File: src/dbio_pkg.sv
// Purpose: constants for the data-bus shared I/O ports
// Assumes: APB, 32-bit data, register index times four is the byte address
// Notes:   none
package dbio_pkg;
    localparam int          PORT_W        = 8;
    localparam int          ADDR_W        = 8;
    // register indices (byte address = index * 4)
    localparam logic [2:0]  IDX_LO_DATA   = 3'h0;
    localparam logic [2:0]  IDX_HI_DATA   = 3'h1;
    localparam logic [2:0]  IDX_LO_DIR    = 3'h2;
    localparam logic [2:0]  IDX_HI_DIR    = 3'h4;
    localparam logic [2:0]  IDX_HI_FUNC   = 3'h5;
    localparam logic [7:0]  RST_LATCH     = 8'h00;
    localparam logic [7:0]  RST_DIR       = 8'h00;
    localparam logic [7:0]  FUNC_ALL_BUS  = 8'hFF;
    localparam logic [7:0]  FUNC_ALL_PORT = 8'h00;
    // strap codes {upper, lower}
    localparam logic [1:0]  STRAP_BUS16   = 2'h1;
endpackage : dbio_pkg

File: src/dbio_pin_if.sv
// Purpose: per-port control bundle between top and pin mux
// Assumes: one port of PORT_W pins
// Notes:   none
`timescale 1ns/1ps
interface dbio_pin_if #(parameter int W = 8);
    logic [W-1:0] latch;
    logic [W-1:0] dir;
    logic [W-1:0] bus_sel;
    logic         bus_drive;
    logic [W-1:0] bus_wdata;
    logic [W-1:0] pin_out;
    logic [W-1:0] pin_oe_n;
    modport ctrl (output latch, dir, bus_sel, bus_drive, bus_wdata,
                  input pin_out, pin_oe_n);
    modport mux  (input latch, dir, bus_sel, bus_drive, bus_wdata,
                  output pin_out, pin_oe_n);
endinterface : dbio_pin_if

File: src/dbio_pin_mux.sv
// Purpose: per-pin drive selection, port latch or data bus
// Assumes: output enable is active low
// Notes:   purely combinational
`timescale 1ns/1ps
module dbio_pin_mux #(
    parameter int W = 8
) (
    dbio_pin_if.mux p
);
    import dbio_pkg::*;
    for (genvar i = 0; i < W; i++) begin : g_pin
        always_comb begin
            if (p.bus_sel[i]) begin
                p.pin_out[i]  = p.bus_wdata[i];
                p.pin_oe_n[i] = ~p.bus_drive;
            end else begin
                p.pin_out[i]  = p.latch[i];
                p.pin_oe_n[i] = ~p.dir[i];
            end
        end
    end
endmodule : dbio_pin_mux

File: src/dbio_top.sv
// Purpose: two 8-bit I/O ports shared with the external data bus
// Assumes: APB slave, one clock, straps steady at reset release
// Notes:   direction and function registers are write-only
//          read data is taken in the setup cycle, zero wait states
//          high function follows the straps once after reset
//          function and direction both set is kept an output
//
// Summary of operation
// - one direction bit per low pin, 1=out
// - reset clears low direction bits
// - external access uses low pins as D0-D7
// - low direction forced zero while bus
// - data reads return pins, latches reset zero
// - high function bits loaded from straps
// - high pin mode from function and direction
// - reset clears high latch and direction
`timescale 1ns/1ps
module dbio_top (
    // clock and reset
    input  wire logic                      sys_clk,
    input  wire logic                      rst,
    // apb
    input  wire logic                      psel,
    input  wire logic                      penable,
    input  wire logic                      pwrite,
    input  wire logic [dbio_pkg::ADDR_W-1:0] paddr,
    input  wire logic [31:0]               pwdata,
    input  wire logic [3:0]                pstrb,
    output logic      [31:0]               prdata,
    output logic                           pready,
    output logic                           pslverr,
    // straps
    input  wire logic                      bus_mode_strap_upper,
    input  wire logic                      bus_mode_strap_lower,
    // external bus controller
    input  wire logic                      ext_access,
    input  wire logic                      ext_write,
    input  wire logic [15:0]               ext_wdata,
    output logic      [15:0]               ext_rdata,
    // low port pins
    input  wire logic [dbio_pkg::PORT_W-1:0] lo_pin_in,
    output logic      [dbio_pkg::PORT_W-1:0] lo_pin_out,
    output logic      [dbio_pkg::PORT_W-1:0] lo_pin_oe_n,
    // high port pins
    input  wire logic [dbio_pkg::PORT_W-1:0] hi_pin_in,
    output logic      [dbio_pkg::PORT_W-1:0] hi_pin_out,
    output logic      [dbio_pkg::PORT_W-1:0] hi_pin_oe_n
);
    import dbio_pkg::*;

    // ----------------------------------------------------------------
    // types and state
    // ----------------------------------------------------------------
    // pin operating mode, one-hot
    typedef enum logic [2:0] {
        MODE_IN  = 3'b001,
        MODE_OUT = 3'b010,
        MODE_BUS = 3'b100
    } dbio_mode_e;

    // start-up phase, one-hot
    typedef enum logic [1:0] {
        PH_STRAP = 2'b01,
        PH_RUN   = 2'b10
    } dbio_phase_e;

    typedef struct packed {
        logic [7:0]  lo_latch;   // low port output latch
        logic [7:0]  hi_latch;   // high port output latch
        logic [7:0]  lo_dir;     // low port direction, 1 = output
        logic [7:0]  hi_dir;     // high port direction
        logic [7:0]  hi_func;    // high port function, 1 = bus
        dbio_phase_e phase;      // straps pending or taken
        logic [31:0] rdata;      // read data held for the access phase
    } dbio_state_s;

    dbio_state_s s_q;
    dbio_state_s s_d;

    // ----------------------------------------------------------------
    // apb decode
    // ----------------------------------------------------------------
    logic       acc;
    logic       setup;
    logic       wr;
    logic       rd_setup;
    logic [2:0] idx;
    logic       addr_ok;
    logic       sel_lo_data;
    logic       sel_hi_data;
    logic       sel_lo_dir;
    logic       sel_hi_dir;
    logic       sel_hi_func;
    logic       mapped;
    logic       byte_wr;
    logic       we_lo_data;
    logic       we_hi_data;
    logic       we_lo_dir;
    logic       we_hi_dir;
    logic       we_hi_func;

    assign acc      = psel & penable;
    assign setup    = psel & ~penable;
    assign wr       = acc & pwrite;
    assign rd_setup = setup & ~pwrite;
    assign idx      = paddr[4:2];
    assign addr_ok  = (paddr[1:0] == 2'h0) && (paddr[ADDR_W-1:5] == '0);

    // register selects
    assign sel_lo_data = addr_ok && (idx == IDX_LO_DATA);
    assign sel_hi_data = addr_ok && (idx == IDX_HI_DATA);
    assign sel_lo_dir  = addr_ok && (idx == IDX_LO_DIR);
    assign sel_hi_dir  = addr_ok && (idx == IDX_HI_DIR);
    assign sel_hi_func = addr_ok && (idx == IDX_HI_FUNC);
    assign mapped      = sel_lo_data | sel_hi_data | sel_lo_dir | sel_hi_dir | sel_hi_func;

    // low byte lane carries the register byte
    assign byte_wr    = wr & pstrb[0];
    assign we_lo_data = byte_wr & sel_lo_data;
    assign we_hi_data = byte_wr & sel_hi_data;
    assign we_lo_dir  = byte_wr & sel_lo_dir;
    assign we_hi_dir  = byte_wr & sel_hi_dir;
    assign we_hi_func = byte_wr & sel_hi_func;

    // ----------------------------------------------------------------
    // strap decode
    // ----------------------------------------------------------------
    logic [1:0] strap_code;
    logic [7:0] strap_func;

    assign strap_code = {bus_mode_strap_upper, bus_mode_strap_lower};
    // forbidden code 10 falls back to port
    assign strap_func = (strap_code == STRAP_BUS16) ? FUNC_ALL_BUS : FUNC_ALL_PORT;

    // ----------------------------------------------------------------
    // read data select
    // ----------------------------------------------------------------
    // direction and function are write-only and read as zero
    logic [7:0] rd_byte;

    always_comb begin
        case (idx)
            IDX_LO_DATA: rd_byte = lo_pin_in;
            IDX_HI_DATA: rd_byte = hi_pin_in;
            IDX_LO_DIR:  rd_byte = 8'h00;
            IDX_HI_DIR:  rd_byte = 8'h00;
            IDX_HI_FUNC: rd_byte = 8'h00;
            default:     rd_byte = 8'h00;
        endcase
    end

    // ----------------------------------------------------------------
    // next state
    // ----------------------------------------------------------------
    always_comb begin
        s_d = s_q;
        // straps taken on the first edge after release
        case (s_q.phase)
            PH_STRAP: begin
                s_d.phase   = PH_RUN;
                s_d.hi_func = strap_func;
            end
            PH_RUN: begin
                s_d.phase = PH_RUN;
            end
            default: begin
                s_d.phase = PH_STRAP;
            end
        endcase
        if (we_lo_data) begin
            s_d.lo_latch = pwdata[7:0];
        end
        if (we_hi_data) begin
            s_d.hi_latch = pwdata[7:0];
        end
        if (we_lo_dir) begin
            s_d.lo_dir = pwdata[7:0];
        end
        if (we_hi_dir) begin
            s_d.hi_dir = pwdata[7:0];
        end
        if (we_hi_func) begin
            s_d.hi_func = pwdata[7:0];
        end
        // bus use wins over a direction write in the same cycle
        if (ext_access) begin
            s_d.lo_dir = RST_DIR;
        end
        // taken in setup so the access phase already shows it
        if (rd_setup && mapped) begin
            s_d.rdata = {24'h000000, rd_byte};
        end
    end

    always_ff @(posedge sys_clk or posedge rst) begin
        if (rst) begin
            s_q.lo_latch <= RST_LATCH;
            s_q.hi_latch <= RST_LATCH;
            s_q.lo_dir   <= RST_DIR;
            s_q.hi_dir   <= RST_DIR;
            s_q.hi_func  <= FUNC_ALL_PORT;
            s_q.phase    <= PH_STRAP;
            s_q.rdata    <= 32'h00000000;
        end else begin
            s_q <= s_d;
        end
    end

    // ----------------------------------------------------------------
    // apb answer
    // ----------------------------------------------------------------
    // zero wait states; unmapped or misaligned gives an error
    assign pready  = 1'b1;
    assign pslverr = acc & ~mapped;
    assign prdata  = s_q.rdata;

    // ----------------------------------------------------------------
    // pin modes
    // ----------------------------------------------------------------
    dbio_mode_e        lo_mode [PORT_W];
    dbio_mode_e        hi_mode [PORT_W];
    logic [PORT_W-1:0] lo_bus;
    logic [PORT_W-1:0] lo_out;
    logic [PORT_W-1:0] hi_bus;
    logic [PORT_W-1:0] hi_out;

    for (genvar i = 0; i < PORT_W; i++) begin : g_mode
        // low pins: bus during any external access
        always_comb begin
            if (ext_access) begin
                lo_mode[i] = MODE_BUS;
            end else if (s_q.lo_dir[i]) begin
                lo_mode[i] = MODE_OUT;
            end else begin
                lo_mode[i] = MODE_IN;
            end
        end
        // high pins: function 1 with direction 0 is bus,
        // forbidden 1/1 is kept an output
        always_comb begin
            if (s_q.hi_func[i] && !s_q.hi_dir[i]) begin
                hi_mode[i] = MODE_BUS;
            end else if (s_q.hi_dir[i]) begin
                hi_mode[i] = MODE_OUT;
            end else begin
                hi_mode[i] = MODE_IN;
            end
        end
        // mode flattened into bits for the muxes
        assign lo_bus[i] = (lo_mode[i] == MODE_BUS);
        assign lo_out[i] = (lo_mode[i] == MODE_OUT);
        assign hi_bus[i] = (hi_mode[i] == MODE_BUS);
        assign hi_out[i] = (hi_mode[i] == MODE_OUT);
    end

    // ----------------------------------------------------------------
    // external bus
    // ----------------------------------------------------------------
    logic bus_wr;

    // bus pins drive only on external writes
    assign bus_wr    = ext_access & ext_write;
    // bus read data is the raw pin levels
    assign ext_rdata = {hi_pin_in, lo_pin_in};

    // ----------------------------------------------------------------
    // low port pins
    // ----------------------------------------------------------------
    dbio_pin_if #(.W(PORT_W)) lo_if ();

    assign lo_if.latch     = s_q.lo_latch;
    assign lo_if.dir       = lo_out;
    assign lo_if.bus_sel   = lo_bus;
    assign lo_if.bus_drive = bus_wr;
    assign lo_if.bus_wdata = ext_wdata[7:0];

    dbio_pin_mux #(.W(PORT_W)) u_lo_mux (.p(lo_if.mux));

    assign lo_pin_out  = lo_if.pin_out;
    assign lo_pin_oe_n = lo_if.pin_oe_n;

    // ----------------------------------------------------------------
    // high port pins
    // ----------------------------------------------------------------
    dbio_pin_if #(.W(PORT_W)) hi_if ();

    assign hi_if.latch     = s_q.hi_latch;
    assign hi_if.dir       = hi_out;
    assign hi_if.bus_sel   = hi_bus;
    assign hi_if.bus_drive = bus_wr;
    assign hi_if.bus_wdata = ext_wdata[15:8];

    dbio_pin_mux #(.W(PORT_W)) u_hi_mux (.p(hi_if.mux));

    assign hi_pin_out  = hi_if.pin_out;
    assign hi_pin_oe_n = hi_if.pin_oe_n;
endmodule : dbio_top

File: config.mk
export PLATFORM = sky130hd
export DESIGN_NAME = dbio_top
export DESIGN_NICKNAME = d
export VERILOG_FILES = /design/src/dbio_pkg.sv /design/src/dbio_pin_if.sv /design/src/dbio_pin_mux.sv /design/src/dbio_top.sv
export SDC_FILE = /design/constraint.sdc
export NUM_CORES = 1
export LEC_CHECK = 0
export ABC_AREA = 1
export BUFFER_PORTS_ARGS = -buffer_cell sky130_fd_sc_hd__buf_4
export CORE_AREA = 2 2 98 100
export CTS_BUF_LIST = sky130_fd_sc_hd__clkbuf_4 sky130_fd_sc_hd__clkbuf_8
export DETAILED_ROUTE_END_ITERATION = 7
export DIE_AREA = 0 0 100 102
export PLACE_DENSITY_LB_ADDON = 0.08
export REMOVE_ABC_BUFFERS = 1
export SYNTH_ARGS = -nofsm -noshare
export SYNTH_HDL_FRONTEND = slang
export SYNTH_SLANG_ARGS = --single-unit
export TNS_END_PERCENT = 1
File: constraint.sdc
create_clock -name sys_clk -period 1.65 [get_ports sys_clk]
set_input_delay 0 -clock sys_clk [delete_from_list [all_inputs] [get_ports sys_clk]]
set_output_delay 0 -clock sys_clk [all_outputs]
set_load 0.02 [all_outputs]
---- After elaboration in Yosys (flattened, before gate mapping) ----
Cells that the tools add are included.
W data, S select, Z words.
storage, ports and cells
  register bits ........................... 50
  input port bits ......................... 85
  output and inout port bits .............. 82
  logic and storage cells ................. 182
cells by class
  equality and inequality tests ........... 39
  muxes and demuxes ....................... 71
  bitwise gates (word level) .............. 36
  reductions and logical operators ........ 29
operator list
  kind                  count
  $eq A3 B3 Y1 const B  18
  $eq A3 B2 Y1 const B  17
  $mux W3               16
  $mux W8               5
  $mux W2               17
  $mux W1               32
  $not A1 Y1            20
  $pmux W8 S2           1
  $logic_and A1 B1 Y1   15
  $and A1 B1 Y1         12
  $logic_not A1 Y1      8
  $logic_not A3 Y1      2
  $eq A2 B1 Y1 const B  2
  $or A1 B1 Y1          4
  $reduce_bool A2 Y1    2
  $eq A3 B1 Y1 const B  1
  $eq A2 B2 Y1 const B  1
  $logic_not A2 Y1      1
  $reduce_or A2 Y1      1

---- Logic depth before layout (Yosys ltp) ----
Gate-level depths: netlist of run 1.
  depth after elaboration ................. 9
  depth in mapped cells ................... 8
  depth with buffers taken out ............ 8

---- By module ----
From an unflattened synthesis of run 1, not the netlist that was laid out.
unflattened totals
  cell total of the unflattened synthesis .. 475
  area total of the unflattened synthesis .. 3394.5 um^2
modules (own cells, without submodules)
  module        instances  cells each  area an instance (um^2)  sequential area each (um^2)
  dbio_top      1          345         2906.5                   1252.5
  dbio_pin_mux  2          65          244.0                    0.0

---- Worst setup path after synthesis of run 1 ----
No wires, ideal clock.
  path type ............................... input to output
  start point ............................. input port paddr[3] in the netlist's numbering
  end point ............................... output port pslverr
  data arrival time ....................... 1.063 ns
  required time ........................... 1.650 ns
  setup slack ............................. 0.587 ns
  stages on the path ...................... 5
  path buffers ............................ 1
  cells stage by stage .................... nor2_1 > buf_4 > o211ai_1 > nand2_2 > nor3_1
between the ends
  cells in the longest elaborated chain, start to end .. 8
  elaborated cells on any way between the ends .. 16
  those cells by class .................... eq/ne (4); bitwise (6); reduce/logical (6)
ends and longest elaborated chain
  element                                           line                              RTL
  from (decl)                                       dbio_top.sv:26                    input wire logic [dbio_pkg::ADDR_W-1:0] paddr,
  $eq A3 B1 Y1 or $logic_not A3 Y1 (tied branches)  dbio_top.sv:111, dbio_top.sv:110
  $logic_and A1 B1 Y1, on equally long branches     dbio_top.sv:111, dbio_top.sv:110
  $or A1 B1 Y1 (3 in a row)                         dbio_top.sv:115                   assign mapped = sel_lo_data | sel_hi_data | sel_lo_dir | sel_hi_dir | sel_hi_func;
  $or A1 B1 Y1 (*)                                  dbio_top.sv:115
  $not A1 Y1 (*)                                    dbio_top.sv:214                   assign pslverr = acc & ~mapped;
  $and A1 B1 Y1 (*)                                 dbio_top.sv:214
  to (decl)                                         dbio_top.sv:31                    output logic pslverr,
Every way passes the cells marked *; elsewhere a longest branch is shown, timed or not.

---- Worst setup path after layout of run 1 ----
  start point ............................. input port paddr[6] in the netlist's numbering
  end point ............................... output port pslverr
between the ends
  cells in the longest elaborated chain, start to end .. 9
  elaborated cells on any way between the ends .. 13
  those cells by class .................... bitwise (6); reduce/logical (7)
ends and longest elaborated chain
  element                                        line                              RTL
  $logic_not A3 Y1 (*)                           dbio_top.sv:107                   assign addr_ok = (paddr[1:0] == 2'h0) && (paddr[ADDR_W-1:5] == '0);
  $logic_and A1 B1 Y1 (*)                        dbio_top.sv:107
  $logic_and A1 B1 Y1, on equally long branches  dbio_top.sv:110, dbio_top.sv:111
  $or A1 B1 Y1 (3 in a row)                      dbio_top.sv:115
  $or A1 B1 Y1 (*)                               dbio_top.sv:115
  $not A1 Y1 (*)                                 dbio_top.sv:214
  $and A1 B1 Y1 (*)                              dbio_top.sv:214
Marks and branches as above.

==> metrics, run 1 <==
WHS=0.0573 ns; Tcrit/Tclk final=74.5%; most frequent cells after synthesis=106 x nand2_1, 51 x buf_4, 49 x dfrtp_1; root buf cell=clkbuf_8; PwrDens=657 nW/um^2; Seq/Total Area, Yosys=40.5%; Slew @ Worst Pin=0.508 ns; Worst R2R Path Depth=4; CP endpoint kind=primary output; # IOs=167; Yosys top cell area share=39.6%; cell family with most CP delay=simple AND/OR/NAND/NOR gates; CORE AREA=9110 sq um; post-synthesis cell count=397; first-pass GRT wire length=12,600 um; RR Endpoint=s_q[41]; Max Clk Rate=814 MHz; EDFF count, synth=0; Setup Crit Path Kind=in2out; met3 usage=2.53%; critical path peak fanout=10; Chip Width=100 um; peak supply drop=310 uV; via count=2,778; # setup viols final=0; drt wl/cell=12.9 um; r2r setup slk=0.44 ns; largest net degree at the start of global routing=26; largest cells by area after synthesis=dfrtp_1 40%, nand2_1 13%, buf_4 12%; CTS Buf Count=5; die height=102 um; RSZ-0062 raised after global routing=no; layer with the highest usage=met2; Synth Register Bits=50; Buf/Inv on CP=2; LEAKAGE=2.29 nW; CTS sink cnt=50; drt first pass iters=4; gr ovfl total=0; maxcap violations=0; most used flip-flop cell after synthesis=dfrtp_1; Rows=35; via density per instance=4.53; Clock Skews=0.00833 ns; crit path time final=1.23 ns; mapped cell area=3100 sq um; Reg2Reg Launch Point=s_q[32]; outcome=complete, no violations; Slew headroom=66.1%; Bufs on Longest Clock Path=2; Routed Antenna Nets=0; Die Area=10,200 sq um; diode count=0; Hold Path Class=in2reg; final WL=7930 um; I/O Buffers=114; CP Launch Point=paddr[6]; hold path depth=5; worst hold endpoint=prdata[7]; GRT Overall Usage=15.5%; Worst Hold Launch=hi_pin_in[7]; gp weighted congestion=0.730; Post-CTS Setup Inserts=0; top-count cell post-synth=nand2_1; Final Hold Viols=0; worst skew pair latency=0.31 ns; met2 Usage GRT=25.5%; H-tree Lvls=2; Pins Over Slew Limit=0; HPWL Detailed=5950 um; Crit path top cell by count=buf_4; 1st-iter DRT viols=92; remaining routing DRC violations=0; Synth Warn #=0; initial antenna violation count=0; area delta synth->final=29.5%; Reg clk slew, reported paths=0.10 ns; setup TNS=0 ns; share of cells above drive strength 1=31.5%; Final #Nets=587; routing usage on met1=21.6%; critical path cell sequence=buf_4, nor2_1, nand2_1, nor2_4, o211ai_1, nand2_2, nor3_1, buf_4; crit path DAT=1.23 ns; Avg Cell Area, Syn=7.80 sq um; CTS tree=done; Worst path max stage delay=0.26 ns; Initial Util=34.0%; fill count=934; post-synth top area cell=dfrtp_1; worst path required time=1.65 ns; slowest CP cell=nor2_4; Post-synth ARST share=100%; post-synth cell types=32; vias in the first global route=2,581; CP Launch Type=input port
[flip-flops by register name, summed over array words and instances (netlist names)]
register and count:
lo_if.latch 8, hi_if.latch 8, prdata 8, s_q 26
[worst max path at each step]
stage                            to  slack [ns]  cells after the start
after floorplan           prdata[0]        0.40                      6
after global placement    prdata[0]        0.30                      9
after detailed placement    s_q[48]        0.27                      6
after CTS                   pslverr        0.41                      8
after global routing        pslverr        0.27                      8
final                       pslverr        0.42                      8
[power by group]
| part | switching (mW) | internal (mW) | total (mW) |
|---|---|---|---|
| Clock | 0.468 | 0.315 | 0.783 |
| Sequential | 0.0262 | 1.26 | 1.29 |
| Combinational | 0.332 | 0.233 | 0.564 |
[worst reg2reg max path, delay by kind of cell (launching register included)]
| family | cells | cell delay [ns] |
|---|---|---|
| fa+ha+maj | 1 | 0.18 |
| buf+inv | 1 | 0.16 |
| flops | 1 | 0.54 |
| simple gates | 2 | 0.21 |
[cell type report]
type	instances	area, sq um	area share [%]
timing repair buffer	135	1040	25.8
clock buffer	5	68.8	1.72
tap	111	139	3.46
multi-input combinational	260	1300	32.4
inverter	49	184	4.59
clock inverter	3	28.8	0.718
sequential	50	1250	31.2
[cells by family after synthesis]
family | synth area share (%)
and+or+nand+nor | 29.7
DFF | 40.5
other | 0.243
AOI/OAI and AO/OA | 8.81
adders and majority gates | 0.404
buffers and inverters | 20.3
[per-stage QoR]
stage	setup slack (ns)	util (%)	cells	power, mW	area [sq um]
2_1_floorplan	0.399	-	359	1.55	2740
3_3_place_gp	0.303	42.0	596	1.86	3820
3_5_place_dp	0.268	42.0	596	1.86	3820
4_1_cts	0.408	44.0	613	2.66	4010
5_1_grt	0.270	44.0	613	2.78	4010
6_report	0.422	44.0	613	2.63	4010
[placed cells by master (no fill, tap or decap), types with 2 or more instances in the layout]
cell | netlist | routed
buf_4 | 51 | 126
inv_2 | 3 | 4
nand2_1 | 106 | 106
inv_1 | 45 | 44
nand3_2 | 2 | 2
conb_1 | 2 | 25
o21ai_0 | 21 | 21
a31oi_1 | 8 | 8
nor2_1 | 3 | 3
dlygate4sd3_1 | 0 | 9
a21oi_1 | 16 | 16
nand4_4 | 3 | 3
nand4_1 | 8 | 8
nor3_4 | 2 | 2
o211ai_1 | 2 | 2
nor3_1 | 2 | 2
nand2_4 | 2 | 2
clkbuf_8 | 0 | 5
dfrtp_1 | 49 | 49
nand2_2 | 4 | 4
o21ai_2 | 2 | 2
nand3_1 | 48 | 48
clkinv_4 | 0 | 2
[routing by layer]
metal	up-vias	part of all wire [%]	routed length (um)
met2	79	48	3830
met1	1276	46	3640
met4	0	0.78	62
met3	5	4.9	390
li1	1418	-	-
met5	-	0	0
[what timing repair did]
item                                   4_1_cts  5_1_grt
gates resized for setup                      0        0
hold buffers                                 9        0
endpoints found under the hold margin       57        0
Power figures use the tool's default switching activity.
==> inputs of run 2 (changes only) <==
Clock period 1.65 ns to 1.15 ns, I/O delays scaled along.
==> metrics, run 2 (synthesized netlist as in run 1, its figures left out) <==
Die Area=10,200 sq um (unchanged); CORE AREA=9110 sq um (unchanged); most frequent cells in the layout=136 x buf_4, 106 x nand2_1, 48 x nand3_1, 46 x dfrtp_1, 35 x inv_1; Routed Antenna Nets=0 (unchanged); HPWL Detailed=6100 um (+2.6%); commonest non-fill, non-tap cell in the layout=buf_4; first-pass GRT wire length=13,200 um (+4.7%); maxcap violations=0 (unchanged); drt wl/cell=13.0 um (+0.76%); Initial Util=34.0% (unchanged); CTS Buf Count=5 (unchanged); worst setup margin=-0.0235 ns (-0.445 ns); max reg flops=26 (unchanged); peak supply drop=695 uV (+120%); drt first pass iters=4 (unchanged); LEAKAGE=2.36 nW (+2.9%); Bufs on Longest Clock Path=2 (unchanged); Tcrit/Tclk final=102%; area delta synth->final=35.9%; final WL=8160 um (+2.9%); critical path cell sequence=inv_2, a21oi_2, a31oi_2, buf_4; Hold Path Class=in2reg; share of cells above drive strength 1=37.5% (+6.0 points); Clock Skews=0.00596 ns (-0.00237 ns); design area=4210 sq um (+4.9%); crit path DAT=1.17 ns (-0.06 ns); gr ovfl total=0 (unchanged); worst path required time=1.15 ns (-0.50 ns); I/O Buffers=114 (unchanged); diode count=0 (unchanged); Rows=35 (unchanged); vias in the first global route=2,645 (+2.5%); Top reg by flops=s_q; CTS tree=done; Final Hold Viols=0 (unchanged); largest net degree at the start of global routing=41 (+58%); Max Clk Rate=852 MHz; Pins Over Slew Limit=0 (unchanged); die height=102 um (unchanged); gp weighted congestion=0.724 (-0.81%); H-tree Lvls=2 (unchanged); CP Launch Type=flop; CTS sink cnt=50 (unchanged); # setup viols final=2 (+2); PwrDens=946 nW/um^2 (+44%); via count=2,836 (+2.1%); GRT Overall Usage=16.3% (+0.87 points); Setup Crit Path Kind=reg2out; setup TNS=-0.0246 ns (-0.0246 ns); RSZ-0062 raised after global routing=yes; slowest CP cell=dfrtp_1; CP endpoint kind=primary output; outcome=complete, but fails checks; initial antenna violation count=0 (unchanged); cell family with most CP delay=flip-flops; via density per instance=4.53 (about the same); Reg clk slew, reported paths=0.09 ns (about the same); crit path time final=1.17 ns; critical path peak fanout=4 (-6); Chip Width=100 um (unchanged); placed cell areas=3930 sq um (+2.9%); Worst path max stage delay=0.39 ns (+0.13 ns); Final #Nets=600 (+2.2%); 1st-iter DRT viols=88 (-4.3%); # IOs=167 (unchanged); remaining routing DRC violations=0 (unchanged); violated checks=negative setup slack; worst skew pair latency=0.31 ns (about the same); Buf/Inv on CP=2 (unchanged); root buf cell=clkbuf_8
[run 2: changes by cell type in the layout (fill, tap and decap cells not counted), moves of 3 or more]
| cell | before | now |
|---|---|---|
| a21oi_1 | 16 | 8 |
| a21oi_2 | 0 | 8 |
| buf_12 | 0 | 3 |
| buf_4 | 126 | 136 |
| dfrtp_1 | 49 | 46 |
| dfrtp_2 | 0 | 3 |
| inv_1 | 44 | 35 |
| inv_2 | 4 | 13 |
[run 2: area by class of cell]
class / instances / area [sq um]
fill: 940 / 4900
multi-input combinational: 260 / 1340
sequential: 50 / 1260
timing repair buffer: 148 / 1170
inverter: 49 / 184
tap: 111 / 139
clock buffer: 5 / 68.8
clock inverter: 3 / 47.5
[run 2: through the flow]
step | power [mW] | hold slack [ns] | utilization (%) | worst slack [ns] | std cells
finish | 3.98 | 0.0588 | 46.2 | -0.0235 | 626
global placement | 2.71 | -0.0390 | 43.2 | -0.0983 | 606
floorplan | 2.22 | 0 | - | -0.101 | 359
global route | 4.18 | 0.0832 | 46.2 | -0.0969 | 626
detailed placement | 2.71 | -0.0390 | 43.2 | -0.127 | 606
CTS | 4.02 | 0.0556 | 45.7 | -0.0598 | 624
[run 2: what timing repair did]
item                                    in CTS  in global routing
gates resized for setup                     11                 11
pin swaps                                    2                  1
hold endpoints to repair                    84                  0
buffers inserted                             1                  2
hold buffers                                 9                  0
endpoints found under the setup margin      16                 18
[run 2: path summary, 6_finish.rpt]
check,start,end,slack (ns),depth (start not counted)
min,hi_pin_in[2],prdata[2],0.06,5
min reg2reg,prdata[5],prdata[5],0.48,2
max,s_q[49],hi_pin_out[7],-0.02,4
max in group asynchronous,rst,s_q[35],0.48,4
max reg2reg,s_q[32],s_q[34],0.03,3
min in group asynchronous,rst,s_q[33],0.18,3
[run 2: worst min-delay path, cell delays in order]
cell,delay (ns)
buf_4,0.08
nand3_1,0.07
nand2_1,0.06
nand3_1,0.07
nand2_1,0.06
[run 2: power breakdown]
part / total [mW] / internal [mW] / switching, mW
logic: 0.852 / 0.364 / 0.488
registers: 1.85 / 1.81 / 0.0428
clock network: 1.28 / 0.660 / 0.617
[run 2: per-layer routing]
metal	GRT usage, %	part of all wire [%]
met1	23.2	46
met2	26.4	48
met3	2.67	4.3
met4	3.79	0.93
met5	0	0
==> inputs of run 3 (changes only) <==
Settings changed: PLACE_DENSITY_LB_ADDON 0.08 to 0.2.
==> metrics, run 3 (synthesized netlist as in run 1, its figures left out) <==
Initial Util=34.0% (unchanged); GRT Overall Usage=15.9% (-0.45 points); gp weighted congestion=0.795 (+9.8%); CTS tree=done; Reg2Reg Launch Point=s_q[32]; slowest CP cell=dfrtp_1; Max Clk Rate=863 MHz (+1.3%); peak supply drop=492 uV (-29%); via density per instance=4.54 (+0.24%); maxcap violations=0 (unchanged); fill count=931 (-0.96%); drt first pass iters=4 (unchanged); # IOs=167 (unchanged); violated checks=negative setup slack; Crit path top cell by count=buf_4; gr ovfl total=0 (unchanged); final WL=7900 um (-3.2%); crit path DAT=1.16 ns (about the same); outcome=complete, but fails checks; drt wl/cell=12.6 um (-3.5%); critical path peak fanout=3 (-1); Rows=35 (unchanged); CORE AREA=9110 sq um (unchanged); RR Endpoint=s_q[34]; via count=2,852 (+0.56%); Worst path max stage delay=0.35 ns (-0.04 ns); Pins Over Slew Limit=0 (unchanged); CTS sink cnt=50 (unchanged); Tcrit/Tclk final=101% (-1.3 points); crit path time final=1.16 ns (-0.0152 ns); commonest non-fill, non-tap cell in the layout=buf_4; CTS Buf Count=5 (unchanged); Reg clk slew, reported paths=0.09 ns (about the same); Hold Path Class=in2reg; worst hold endpoint=prdata[3]; I/O Buffers=114 (unchanged); initial antenna violation count=0 (unchanged); HPWL Detailed=6110 um (+0.13%); Bufs on Longest Clock Path=2 (unchanged); 1st-iter DRT viols=82 (-6.8%); hold path depth=5 (unchanged); WHS=0.0642 ns (+0.00543 ns); # setup viols final=1 (-1); CP Launch Type=flop; Worst Hold Launch=hi_pin_in[3]; CP endpoint kind=primary output; vias in the first global route=2,685 (+1.5%); critical path cell sequence=inv_2, buf_4, a31oi_1, buf_4; H-tree Lvls=2 (unchanged); worst path required time=1.15 ns (about the same); remaining routing DRC violations=0 (unchanged); Worst R2R Path Depth=3 (unchanged); Setup Crit Path Kind=reg2out; largest net degree at the start of global routing=30 (-27%); setup TNS=-0.00834 ns (+0.0162 ns); share of cells above drive strength 1=37.5% (+0.048 points); PwrDens=930 nW/um^2 (-1.7%); LEAKAGE=2.37 nW (+0.30%); Final Hold Viols=0 (unchanged); worst setup margin=-0.00834 ns (+0.0152 ns); max reg flops=26 (unchanged); r2r setup slk=0.04 ns (about the same); Die Area=10,200 sq um (unchanged); root buf cell=clkbuf_8; die height=102 um (unchanged); Chip Width=100 um (unchanged); worst skew pair latency=0.30 ns (about the same); Final #Nets=602 (+0.33%); Top reg by flops=s_q; Routed Antenna Nets=0 (unchanged); RSZ-0062 raised after global routing=yes; Clock Skews=0.00173 ns (-0.00423 ns); diode count=0 (unchanged); area delta synth->final=36.0%; most frequent cells in the layout=138 x buf_4, 106 x nand2_1, 48 x nand3_1, 47 x dfrtp_1, 35 x inv_1; first-pass GRT wire length=12,800 um (-3.2%)
==> run 3: cell count changes in the layout (fill, tap and decap cells not counted), sizes merged <==
cell,delta
inv,-1
clkinv,+1
buf,+2
==> run 3: critical path: cells and delay by family, from the launching register on <==
family / cells / cell delay, ns
flip-flops: 1 / 0.35
buffers and inverters: 3 / 0.35
AO/OA/AOI/OAI: 1 / 0.16
==> run 3: power by group <==
group,internal (mW),switching (mW)
Sequential,1.81,0.0410
Clock,0.641,0.579
Combinational,0.364,0.483
==> run 3: metal layers <==
layer | track usage, % | vias to the layer above | part of all wire [%]
li1 | - | 1443 | -
met1 | 20.0 | 1279 | 42
met2 | 26.8 | 117 | 48
met3 | 3.90 | 13 | 7.7
met4 | 5.69 | 0 | 2.2
met5 | 0 | - | 0
==> run 3: what timing repair did <==
action	in CTS	in global routing
pin swaps	0	3
setup endpoints to repair	16	17
setup buffers	0	3
hold endpoints to repair	82	0
hold buffers	9	0
gates resized for setup	11	10
==> run 3: cell type report <==
type / count / area [sq um] / share of cell area, %
Clock buffer: 5 / 68.8 / 1.63
Clock inverter: 3 / 40.0 / 0.951
Inverter: 49 / 184 / 4.37
Multi-Input combinational cell: 260 / 1340 / 31.8
Sequential cell: 50 / 1250 / 29.8
Tap cell: 111 / 139 / 3.30
Timing Repair Buffer: 150 / 1190 / 28.2
==> run 3: metrics by stage <==
stage	util, %	setup WS (ns)	std cells	power (mW)	cell area (sq um)
final	46.2	-0.00834	628	3.92	4210
after global routing	46.2	-0.0889	628	4.13	4210
after CTS	45.6	-0.0129	625	3.96	4160
after detailed placement	43.4	-0.109	608	2.70	3950
after global placement	43.4	-0.119	608	2.70	3950
after floorplan	-	-0.101	359	2.22	2740
==> run 3: worst max path at each step <==
stage / start / end / cells past startpoint
final: s_q[48] / hi_pin_out[6] / 4
after global routing: s_q[40] / hi_pin_out[6] / 3
after CTS: s_q[46] / hi_pin_out[4] / 4
after detailed placement: paddr[6] / s_q[43] / 8
after global placement: paddr[6] / s_q[45] / 8
after floorplan: paddr[3] / prdata[0] / 6
